===== config.mk =====
export PLATFORM = sky130hd
export DESIGN_NAME = cpms_core
export DESIGN_NICKNAME = d
export VERILOG_FILES = /design/src/cpms_pkg.sv /design/src/cpms_mask.sv /design/src/cpms_core.sv
export SDC_FILE = /design/constraint.sdc
export NUM_CORES = 1
export LEC_CHECK = 0
export BUFFER_PORTS_ARGS = -buffer_cell sky130_fd_sc_hd__buf_2
export CORE_MARGIN = 8
export CORE_UTILIZATION = 40
export CTS_CLUSTER_SIZE = 12
export DETAILED_ROUTE_END_ITERATION = 10
export PLACE_DENSITY = 0.56
export SKIP_LAST_GASP = 1
export SYNTH_ARGS = -nofsm -noshare
export SYNTH_HDL_FRONTEND = slang
export SYNTH_HIERARCHICAL = 1
export SYNTH_SLANG_ARGS = --single-unit

===== constraint.sdc =====
create_clock -name pclk -period 3.5 [get_ports pclk]
set_clock_uncertainty 0.15 [all_clocks]
set_input_delay 0.7 -clock pclk [delete_from_list [all_inputs] [get_ports pclk]]
set_output_delay 0.7 -clock pclk [all_outputs]
set_load 0.02 [all_outputs]

===== src/cpms_pkg.sv =====
// Package of constants for the privilege mode and mask state block
package cpms_pkg;
	localparam int          DATA_W        = 32;
	localparam int          EXC_W         = 9;
	localparam int          PRIO_W        = 9;
	localparam int          NUM_REGS      = 16;
	localparam int          NUM_LOW       = 8;
	localparam logic [3:0]  SP_IDX        = 4'hD;
	localparam logic [3:0]  LINK_IDX      = 4'hE;
	localparam logic [3:0]  IP_IDX        = 4'hF;
	// APB byte addresses
	localparam logic [7:0]  ADDR_PSW      = 8'h00;
	localparam logic [7:0]  ADDR_INTERRUPT_PRIORITY_MASK  = 8'h04;
	localparam logic [7:0]  ADDR_FLTMASK  = 8'h08;
	localparam logic [7:0]  ADDR_THRESH   = 8'h0C;
	localparam logic [7:0]  ADDR_CTRL     = 8'h10;
	localparam logic [7:0]  ADDR_MSP      = 8'h14;
	localparam logic [7:0]  ADDR_PSP      = 8'h18;
	localparam logic [7:0]  ADDR_ASP      = 8'h1C;
	localparam logic [7:0]  ADDR_LINK     = 8'h20;
	localparam logic [7:0]  ADDR_IP       = 8'h24;
	localparam logic [7:0]  ADDR_STATE    = 8'h28;
	localparam logic [7:0]  ADDR_FLAGS    = 8'h2C;
	localparam logic [7:0]  ADDR_EXCV     = 8'h30;
	localparam logic [7:0]  ADDR_EXEV     = 8'h34;
	// General register read window, word index in address bits 5 to 2
	localparam logic [7:0]  ADDR_GPR      = 8'h40;
	localparam logic [7:0]  GPR_WIN_MASK  = 8'hC3;
	// Status word field masks
	localparam logic [31:0] FLAGS_MASK    = 32'hF800_0000;
	localparam logic [31:0] EXC_MASK      = 32'h0000_01FF;
	localparam logic [31:0] EXEC_MASK     = 32'h0600_FC00;
	localparam int          TBIT_POS      = 24;
	localparam logic [31:0] TBIT_MASK     = 32'h0100_0000;
	localparam logic [31:0] PSW_RESET     = 32'h0100_0000;
	// Control register fields
	localparam int          CTRL_USER     = 0;
	localparam int          CTRL_ALT      = 1;
	localparam logic [31:0] SP_ALIGN      = 32'hFFFF_FFFC;
	localparam logic [31:0] IP_ALIGN      = 32'hFFFF_FFFE;
	localparam logic [8:0]  EXC_NMI       = 9'h002;
	localparam logic [8:0]  EXC_HARD      = 9'h003;
	// Fault cause codes
	localparam logic [1:0]  FLT_NONE      = 2'h0;
	localparam logic [1:0]  FLT_PRIV      = 2'h1;
	localparam logic [1:0]  FLT_TBIT      = 2'h2;
	typedef enum logic [2:0] {
		CPMS_PRIV_THREAD = 3'b001,
		CPMS_USER_THREAD = 3'b010,
		CPMS_PRIV_HANDLER = 3'b100
	} cpms_state_t;
endpackage


===== src/cpms_mask.sv =====
// Interrupt acceptance filter from the three masks
`timescale 1ns/1ps
`default_nettype none
module cpms_mask
	import cpms_pkg::*;
(
	input  wire logic [EXC_W-1:0]  req_num,
	input  wire logic [PRIO_W-1:0] req_prio,
	input  wire logic              interrupt_priority_mask,
	input  wire logic              fltmask,
	input  wire logic [PRIO_W-1:0] thresh,
	output logic                   accept
);
	// Non-maskable bypasses every mask; hard fault bypasses all levels except the fault mask
	always_comb begin
		if (req_num == EXC_NMI) begin
			accept = 1'b1;
		end else if (fltmask) begin
			accept = 1'b0;
		end else if (req_num == EXC_HARD) begin
			accept = 1'b1;
		end else if (interrupt_priority_mask) begin
			accept = 1'b0;
		end else if (thresh != '0 && req_prio >= thresh) begin
			accept = 1'b0;
		end else begin
			accept = 1'b1;
		end
	end
endmodule
`default_nettype wire


===== src/cpms_core.sv =====
// Privilege mode, stack banking, status views and masking state
`timescale 1ns/1ps
`default_nettype none
module cpms_core
	import cpms_pkg::*;
(
	input  wire logic                  pclk,
	input  wire logic                  presetn,
	input  wire logic                  psel,
	input  wire logic                  penable,
	input  wire logic                  pwrite,
	input  wire logic [7:0]            paddr,
	input  wire logic [31:0]           pwdata,
	input  wire logic [3:0]            pstrb,
	output logic                       pready,
	output logic [31:0]                prdata,
	output logic                       pslverr,
	input  wire logic                  exc_entry,
	input  wire logic                  exc_return,
	input  wire logic [EXC_W-1:0]      exc_num,
	input  wire logic                  call_valid,
	input  wire logic [31:0]           call_return,
	input  wire logic                  ip_load,
	input  wire logic [31:0]           ip_value,
	input  wire logic                  gpr_we,
	input  wire logic [3:0]            gpr_idx,
	input  wire logic [31:0]           gpr_wdata,
	input  wire logic                  gpr_short,
	input  wire logic                  restricted_access,
	input  wire logic [EXC_W-1:0]      irq_num,
	input  wire logic [PRIO_W-1:0]     irq_prio,
	output logic                       irq_accept_ff,
	output logic                       fault_ff,
	output logic [1:0]                 fault_cause_ff,
	output logic                       privileged_ff,
	output logic                       handler_ff,
	output logic [31:0]                active_stack_pointer_ff,
	output logic [31:0]                instruction_pointer_ff
);
	import cpms_pkg::*;

	cpms_state_t          state_ff;
	cpms_state_t          saved_state_ff;
	logic [1:0]           saved_ctrl_ff;
	logic [31:0]          regs_ff [NUM_REGS];
	logic [31:0]          main_stack_pointer_ff;
	logic [31:0]          process_stack_pointer_ff;
	logic [31:0]          return_link_ff;
	logic [31:0]          ip_ff;
	logic [31:0]          psw_ff;
	logic [EXC_W-1:0]     saved_exc_ff;
	logic                 interrupt_priority_mask_ff;
	logic                 fltmask_ff;
	logic [PRIO_W-1:0]    thresh_ff;
	logic [1:0]           ctrl_ff;
	logic                 accept;
	logic                 use_psp;
	logic                 bus_wr;
	logic                 bus_rd;
	logic                 bus_done;
	logic                 is_priv;
	logic                 tbit_clear;
	logic                 gpr_ok;
	logic [31:0]          rd_data;
	logic                 rd_hit;
	logic [31:0]          wmask;

	// Byte lane expansion of the write strobes
	function automatic logic [31:0] lanes(input logic [3:0] s);
		lanes = {{8{s[3]}}, {8{s[2]}}, {8{s[1]}}, {8{s[0]}}};
	endfunction

	// Merge write data into a register under byte lanes
	function automatic logic [31:0] merge(input logic [31:0] old, input logic [31:0] wd, input logic [31:0] m);
		merge = (old & ~m) | (wd & m);
	endfunction

	// Bus phase decode; a transfer completes where pready is sampled high
	assign bus_done = psel && penable && pready;
	assign bus_wr  = bus_done && pwrite;
	assign bus_rd  = psel && penable && !pwrite;
	assign wmask   = lanes(pstrb);
	assign is_priv = (state_ff != CPMS_USER_THREAD);
	// Process stack only in thread mode with alternate bit set
	assign use_psp = (state_ff != CPMS_PRIV_HANDLER) && ctrl_ff[CTRL_ALT];
	assign tbit_clear = bus_wr && paddr == ADDR_PSW && pstrb[3] && !pwdata[TBIT_POS];
	// Short encodings reach only the low registers; link and instruction pointer writes do not check it
	assign gpr_ok = !gpr_short || (gpr_idx < 4'(NUM_LOW));

	cpms_mask u_mask (
		.req_num  (irq_num),
		.req_prio (irq_prio),
		.interrupt_priority_mask  (interrupt_priority_mask_ff),
		.fltmask  (fltmask_ff),
		.thresh   (thresh_ff),
		.accept   (accept)
	);

	// Mode state and saved context across exceptions
	always_ff @(posedge pclk or negedge presetn) begin
		if (!presetn) begin
			state_ff       <= CPMS_PRIV_THREAD;
			saved_state_ff <= CPMS_PRIV_THREAD;
			saved_ctrl_ff  <= 2'h0;
		end else if (exc_entry) begin
			saved_state_ff <= state_ff;
			saved_ctrl_ff  <= ctrl_ff;
			state_ff       <= CPMS_PRIV_HANDLER;
		end else if (exc_return && state_ff == CPMS_PRIV_HANDLER) begin
			state_ff <= saved_state_ff;
		end else if (state_ff != CPMS_PRIV_HANDLER) begin
			state_ff <= ctrl_ff[CTRL_USER] ? CPMS_USER_THREAD : CPMS_PRIV_THREAD;
		end
	end

	// Control register; user level cannot raise privilege back
	always_ff @(posedge pclk or negedge presetn) begin
		if (!presetn) begin
			ctrl_ff <= 2'h0;
		end else if (exc_entry) begin
			ctrl_ff[CTRL_ALT] <= 1'b0;
		end else if (exc_return && state_ff == CPMS_PRIV_HANDLER) begin
			ctrl_ff <= saved_ctrl_ff;
		end else if (bus_wr && paddr == ADDR_CTRL && pstrb[0] && is_priv) begin
			ctrl_ff[CTRL_USER] <= pwdata[CTRL_USER];
			ctrl_ff[CTRL_ALT]  <= (state_ff == CPMS_PRIV_HANDLER) ? 1'b0 : pwdata[CTRL_ALT];
		end
	end

	// Mask registers, writable only when privileged
	always_ff @(posedge pclk or negedge presetn) begin
		if (!presetn) begin
			interrupt_priority_mask_ff <= 1'b0;
			fltmask_ff <= 1'b0;
			thresh_ff  <= '0;
		end else if (bus_wr && is_priv && pstrb[0]) begin
			if (paddr == ADDR_INTERRUPT_PRIORITY_MASK) begin
				interrupt_priority_mask_ff <= pwdata[0];
			end
			if (paddr == ADDR_FLTMASK) begin
				fltmask_ff <= pwdata[0];
			end
			if (paddr == ADDR_THRESH && pstrb[1]) begin
				thresh_ff <= pwdata[PRIO_W-1:0];
			end
		end
	end

	// Status word views; exception number from entry, flags by bus
	always_ff @(posedge pclk or negedge presetn) begin
		if (!presetn) begin
			psw_ff       <= PSW_RESET;
			saved_exc_ff <= '0;
		end else if (exc_entry) begin
			saved_exc_ff <= psw_ff[EXC_W-1:0];
			psw_ff       <= (psw_ff & ~EXC_MASK) | {23'h0, exc_num};
		end else if (exc_return && state_ff == CPMS_PRIV_HANDLER) begin
			psw_ff <= (psw_ff & ~EXC_MASK) | {23'h0, saved_exc_ff};
		end else if (bus_wr && (is_priv || paddr == ADDR_FLAGS)) begin
			// Flags view stays writable at user level
			if (paddr == ADDR_PSW && is_priv) begin
				psw_ff <= merge(psw_ff, pwdata, wmask & (FLAGS_MASK | EXEC_MASK)) | TBIT_MASK;
			end else if (paddr == ADDR_FLAGS) begin
				psw_ff <= merge(psw_ff, pwdata, wmask & FLAGS_MASK);
			end else if (paddr == ADDR_EXEV) begin
				psw_ff <= merge(psw_ff, pwdata, wmask & EXEC_MASK) | TBIT_MASK;
			end
		end
	end

	// Banked stack pointers, word aligned on every write
	always_ff @(posedge pclk or negedge presetn) begin
		if (!presetn) begin
			main_stack_pointer_ff    <= 32'h0000_0000;
			process_stack_pointer_ff <= 32'h0000_0000;
		end else if (gpr_we && gpr_idx == SP_IDX && gpr_ok) begin
			if (use_psp) begin
				process_stack_pointer_ff <= gpr_wdata & SP_ALIGN;
			end else begin
				main_stack_pointer_ff <= gpr_wdata & SP_ALIGN;
			end
		end else if (bus_wr && is_priv && paddr == ADDR_MSP) begin
			main_stack_pointer_ff <= merge(main_stack_pointer_ff, pwdata, wmask) & SP_ALIGN;
		end else if (bus_wr && is_priv && paddr == ADDR_PSP) begin
			process_stack_pointer_ff <= merge(process_stack_pointer_ff, pwdata, wmask) & SP_ALIGN;
		end
	end

	// Return link and instruction pointer
	always_ff @(posedge pclk or negedge presetn) begin
		if (!presetn) begin
			return_link_ff <= 32'h0000_0000;
			ip_ff          <= 32'h0000_0000;
		end else begin
			if (call_valid) begin
				return_link_ff <= call_return;
			end else if (gpr_we && gpr_idx == LINK_IDX) begin
				return_link_ff <= gpr_wdata;
			end
			if (ip_load) begin
				ip_ff <= ip_value & IP_ALIGN;
			end else if (gpr_we && gpr_idx == IP_IDX) begin
				ip_ff <= gpr_wdata & IP_ALIGN;
			end
		end
	end

	// General registers zero to twelve, 32 bits each
	genvar gi;
	generate
		for (gi = 0; gi < NUM_REGS; gi++) begin : g_gpr
			if (gi < 13) begin : g_real
				always_ff @(posedge pclk or negedge presetn) begin
					if (!presetn) begin
						regs_ff[gi] <= 32'h0000_0000;
					end else if (gpr_we && gpr_ok && gpr_idx == 4'(gi)) begin
						regs_ff[gi] <= gpr_wdata;
					end
				end
			end else begin : g_alias
				assign regs_ff[gi] = 32'h0000_0000;
			end
		end
	endgenerate

	// Read mux across all views
	always_comb begin
		rd_data = 32'h0000_0000;
		rd_hit  = 1'b1;
		case (paddr)
			ADDR_PSW:     rd_data = psw_ff | TBIT_MASK;
			ADDR_INTERRUPT_PRIORITY_MASK: rd_data = {31'h0, interrupt_priority_mask_ff};
			ADDR_FLTMASK: rd_data = {31'h0, fltmask_ff};
			ADDR_THRESH:  rd_data = {23'h0, thresh_ff};
			ADDR_CTRL:    rd_data = {30'h0, ctrl_ff};
			ADDR_MSP:     rd_data = main_stack_pointer_ff;
			ADDR_PSP:     rd_data = process_stack_pointer_ff;
			ADDR_ASP:     rd_data = use_psp ? process_stack_pointer_ff : main_stack_pointer_ff;
			ADDR_LINK:    rd_data = return_link_ff;
			ADDR_IP:      rd_data = ip_ff;
			ADDR_STATE:   rd_data = {29'h0, state_ff};
			ADDR_FLAGS:   rd_data = psw_ff & FLAGS_MASK;
			ADDR_EXCV:    rd_data = psw_ff & EXC_MASK;
			ADDR_EXEV:    rd_data = (psw_ff & EXEC_MASK) | TBIT_MASK;
			default: begin
				// General registers by word index; unmatched addresses error
				if ((paddr & GPR_WIN_MASK) == ADDR_GPR) begin
					rd_data = regs_ff[paddr[5:2]];
				end else begin
					rd_hit = 1'b0;
				end
			end
		endcase
	end

	// APB answer; one wait cycle, error on unmapped or user access other than the flags view
	always_ff @(posedge pclk or negedge presetn) begin
		if (!presetn) begin
			pready  <= 1'b0;
			prdata  <= 32'h0000_0000;
			pslverr <= 1'b0;
		end else if (psel && penable && !pready) begin
			pready  <= 1'b1;
			pslverr <= !rd_hit || (!is_priv && paddr != ADDR_FLAGS);
			prdata  <= (bus_rd && rd_hit && (is_priv || paddr == ADDR_FLAGS)) ? rd_data : 32'h0000_0000;
		end else begin
			pready  <= 1'b0;
			pslverr <= 1'b0;
		end
	end

	// Fault flag: user-level restricted use or non-flags bus access, or execution bit clear
	always_ff @(posedge pclk or negedge presetn) begin
		if (!presetn) begin
			fault_ff       <= 1'b0;
			fault_cause_ff <= FLT_NONE;
		end else if (!is_priv && (restricted_access || (bus_done && paddr != ADDR_FLAGS))) begin
			fault_ff       <= 1'b1;
			fault_cause_ff <= FLT_PRIV;
		end else if (tbit_clear && is_priv) begin
			fault_ff       <= 1'b1;
			fault_cause_ff <= FLT_TBIT;
		end else begin
			fault_ff       <= 1'b0;
			fault_cause_ff <= FLT_NONE;
		end
	end

	// Registered status outputs
	always_ff @(posedge pclk or negedge presetn) begin
		if (!presetn) begin
			irq_accept_ff           <= 1'b0;
			privileged_ff           <= 1'b1;
			handler_ff              <= 1'b0;
			active_stack_pointer_ff <= 32'h0000_0000;
			instruction_pointer_ff  <= 32'h0000_0000;
		end else begin
			irq_accept_ff           <= accept;
			privileged_ff           <= is_priv;
			handler_ff              <= (state_ff == CPMS_PRIV_HANDLER);
			active_stack_pointer_ff <= (use_psp ? process_stack_pointer_ff : main_stack_pointer_ff) & SP_ALIGN;
			instruction_pointer_ff  <= ip_ff & IP_ALIGN;
		end
	end
endmodule
`default_nettype wire


==> results.py <==
metrics = {
    "setup_path": {
        "worstPathArrival_ns": 3.42,
        "crit_fanout": 23,
        "startpoint": "state_ff[0]$_DFFE_PN1P_",
        "startpoint_type": "flip-flop",
        "path_class": "flip-flop to flip-flop",
        "cp_data_required_time_ns": 3.84,
        "cp-end-kind": "flip-flop",
        "reg2reg_depth": 6,
        "rr_startpoint": "state_ff[0]$_DFFE_PN1P_",
    },
    "grt": {
        "grt_antenna_before_repair": 10,
        "track_usage_pct": 22.55,
        "grt_max_degree": 89,
        "grt_overflow": 0,
        "grt_pass1_wl_mm": 149.6,
        "grt_pass1_vias": 22880,
    },
    "synthesis": {
        "ys_top_cells_by_area": "dfrtp_1 (55%), mux2_2 (17%), mux4_2 (6.7%)",
        "syn-cell-area_sq_um": 31490,
        "ys_warn_count": 6,
        "synth_edf_count": 0,
        "synthCells": 2316,
        "synth_top_area_cell": "dfrtp_1",
        "synth_seq_cells": 692,
        "synthArstFlopShare_pct": 100.0,
        "synth_area_per_cell_sq_um": 13.60,
        "synthDistinctLibCells": 75,
        "ys.flop_type": "dfrtp_1",
        "synth_top_area_share_pct": 54.75,
        "yosysSeqAreaShare_pct": 55.00,
    },
    "sta": {
        "max_freq_mhz": 325.0,
        "fin_tns_setup_ns": 0,
        "hold_viol_final": 0,
        "slew_headroom_pct": 21.39,
        "tightest_slew_ns": 1.179,
        "slew_violations": 0,
        "post-route-min-period_ns": 3.077,
        "rsz0062_at_grt": "no",
        "period_share_pct": 87.91,
        "setup_violations": 0,
    },
    "cts": {
        "clk_path_buf_depth": 3,
        "cts.sinks": 692,
        "clk_pin_slew_ns": 0.06,
        "cts_buffers": 74,
        "cts_tree": "done",
        "cts_resized": 0,
        "htreeDepth": 3,
        "post_cts_buffers": 0,
        "clock_latency_ns": 0.61,
        "cts-hold-fix-buffers": 1,
        "cts-root-buf": "clkbuf_16",
    },
    "power_and_ir_drop": {
        "clkPwrFrac_pct": 35.7,
        "switching_share_pct": 26.31,
        "powerDensity_nw_per_um2": 576.1,
        "fin_total_pwr_mw": 21.36,
        "pwr-share-comb_pct": 16.9,
        "p_switching_mw": 5.618,
        "power_frac_seq_pct": 47.5,
        "p_int_mw": 15.74,
        "ir_worst_vdd_v": 0.0003084,
        "power.leakage_nw": 16.54,
    },
    "place": {
        "post-dp-hpwl_mm": 68.08,
        "place.gp.congestion": 0.8656,
        "port_buffers": 282,
    },
    "floorplanning": {
        "start_util_pct": 40.12,
        "core_sq_um": 78480,
        "dieArea_sq_um": 87960,
        "die_height_microns": 296.6,
        "boundaryPins": 287,
        "rows": 103,
        "fp.dieW_microns": 296.6,
    },
    "run_status": {
        "status": "completed",
    },
    "routing": {
        "routed-via-count": 21610,
        "ant_nets": 0,
        "drtPass1Iterations": 6,
        "drt_iter0_drc": 1784,
        "post-route-drc-count": 0,
        "wl_per_cell_microns": 27.02,
        "wirelength_mm": 100.0,
        "viasPerCell": 5.839,
    },
    "min_path": {
        "hold_class": "input pin to flip-flop",
        "worst_hold_startpoint": "call_return[10]",
        "hold_depth": 3,
    },
    "final_layout": {
        "layout_commonest_cell": "dfrtp_1",
        "nFillCells": 6887,
        "final_cell_mix": "dfrtp_1 (689), mux2_2 (472), buf_2 (279), nand2_1 (129), mux2i_1 (121)",
        "synthToLayoutAreaGrowth_pct": 17.71,
        "drive_above_1_share_pct": 42.06,
        "nNetsFinal": 2789,
    },
    "job": {
        "drv_cap": 0,
    },
}
==> flip-flops by register name (all words and copies together), names as in the netlist, 3 cells and up, named ones only <==
register,cells
regs_ff,416
prdata,32
return_link_ff,32
instruction_pointer_ff,31
ip_ff,31
active_stack_pointer_ff,30
psw_ff,22
saved_exc_ff,9
thresh_ff,9
saved_state_ff,3
state_ff,3
==> final timing paths <==
path,endpoint,slack [ns]
worst max-delay path,flip-flop,0.42
worst min-delay path,return_link_ff[10]$_DFFE_PN0P_,0.15
worst max register to register,flip-flop,0.42
worst min register to register,instruction_pointer_ff[7]$_DFF_PN0_,0.26
max in group asynchronous,regs_ff[139]$_DFFE_PN0P_,1.68
min in group asynchronous,ip_ff[21]$_DFFE_PN0P_,0.55
==> kinds of logic after synthesis <==
group           synth area share, %
simple gates                  4.573
compound gates                9.627
xor+xnor                    0.02782
mux                           27.59
flops                         55.00
fa+ha+maj                    0.3576
other cells                 0.01191
buf+inv                       2.813
==> layout make-up <==
class / count / area (sq um) / share of cell area [%]
multi-input combinational: 1409 / 13420 / 36.21
inverter: 16 / 60.06 / 0.1620
tap: 1050 / 1314 / 3.544
timing repair buffer: 404 / 2601 / 7.017
clock inverter: 15 / 103.9 / 0.2802
sequential: 692 / 17320 / 46.72
antenna: 5 / 12.51 / 0.03375
clock buffer: 110 / 2233 / 6.025
==> worst max-delay path, stage by stage, from the launching register on <==
cell,delay [ns]
dfstp_2,0.56
or3b_2,0.33
inv_1,0.17
nor4_1,0.35
a31o_2,0.61
o21ai_1,0.45
a22o_1,0.33
==> power by group through the flow <==
stage	clock network, mW	logic [mW]	registers [mW]
floorplan	0	2.31	10.2
global placement	0	3.50	10.2
detailed placement	0	3.62	10.3
CTS	7.80	3.63	10.1
global route	8.12	3.87	10.3
finish	7.62	3.60	10.1
==> per-stage QoR <==
stage	setup slack, ns	utilization, %	std cells	cell area, sq um	hold WS (ns)
after floorplan	0.6504	-	2318	31500	0.2229
after global placement	0.2327	44.22	3570	34710	0.2373
after detailed placement	0.1400	44.22	3570	34710	0.2386
after CTS	0.4525	47.22	3696	37060	0.1204
after global routing	0.2333	47.22	3696	37060	0.1531
final	0.4232	47.23	3701	37070	0.1499
==> Yosys cell counts, types with 16 or more instances <==
cell	instances
nand3_1	31
a21oi_1	24
o21ai_0	113
nor2_1	22
mux4_2	93
mux2i_1	121
buf_2	33
clkbuf_1	113
mux2_2	472
a22oi_1	68
nand2_1	129
o22ai_1	17
dfrtp_1	689
buf_1	48
a221oi_1	23
inv_1	16
a22o_1	100
==> per-layer routing <==
layer | global-route usage, % | vias to the layer above | part of all wire [%]
li1 | - | 9254 | -
met1 | 29.37 | 11360 | 41
met2 | 38.11 | 792 | 49
met3 | 3.917 | 191 | 6.5
met4 | 7.455 | 8 | 3.0
met5 | 0 | - | 0.043
(Power assumes the default switching activity.)
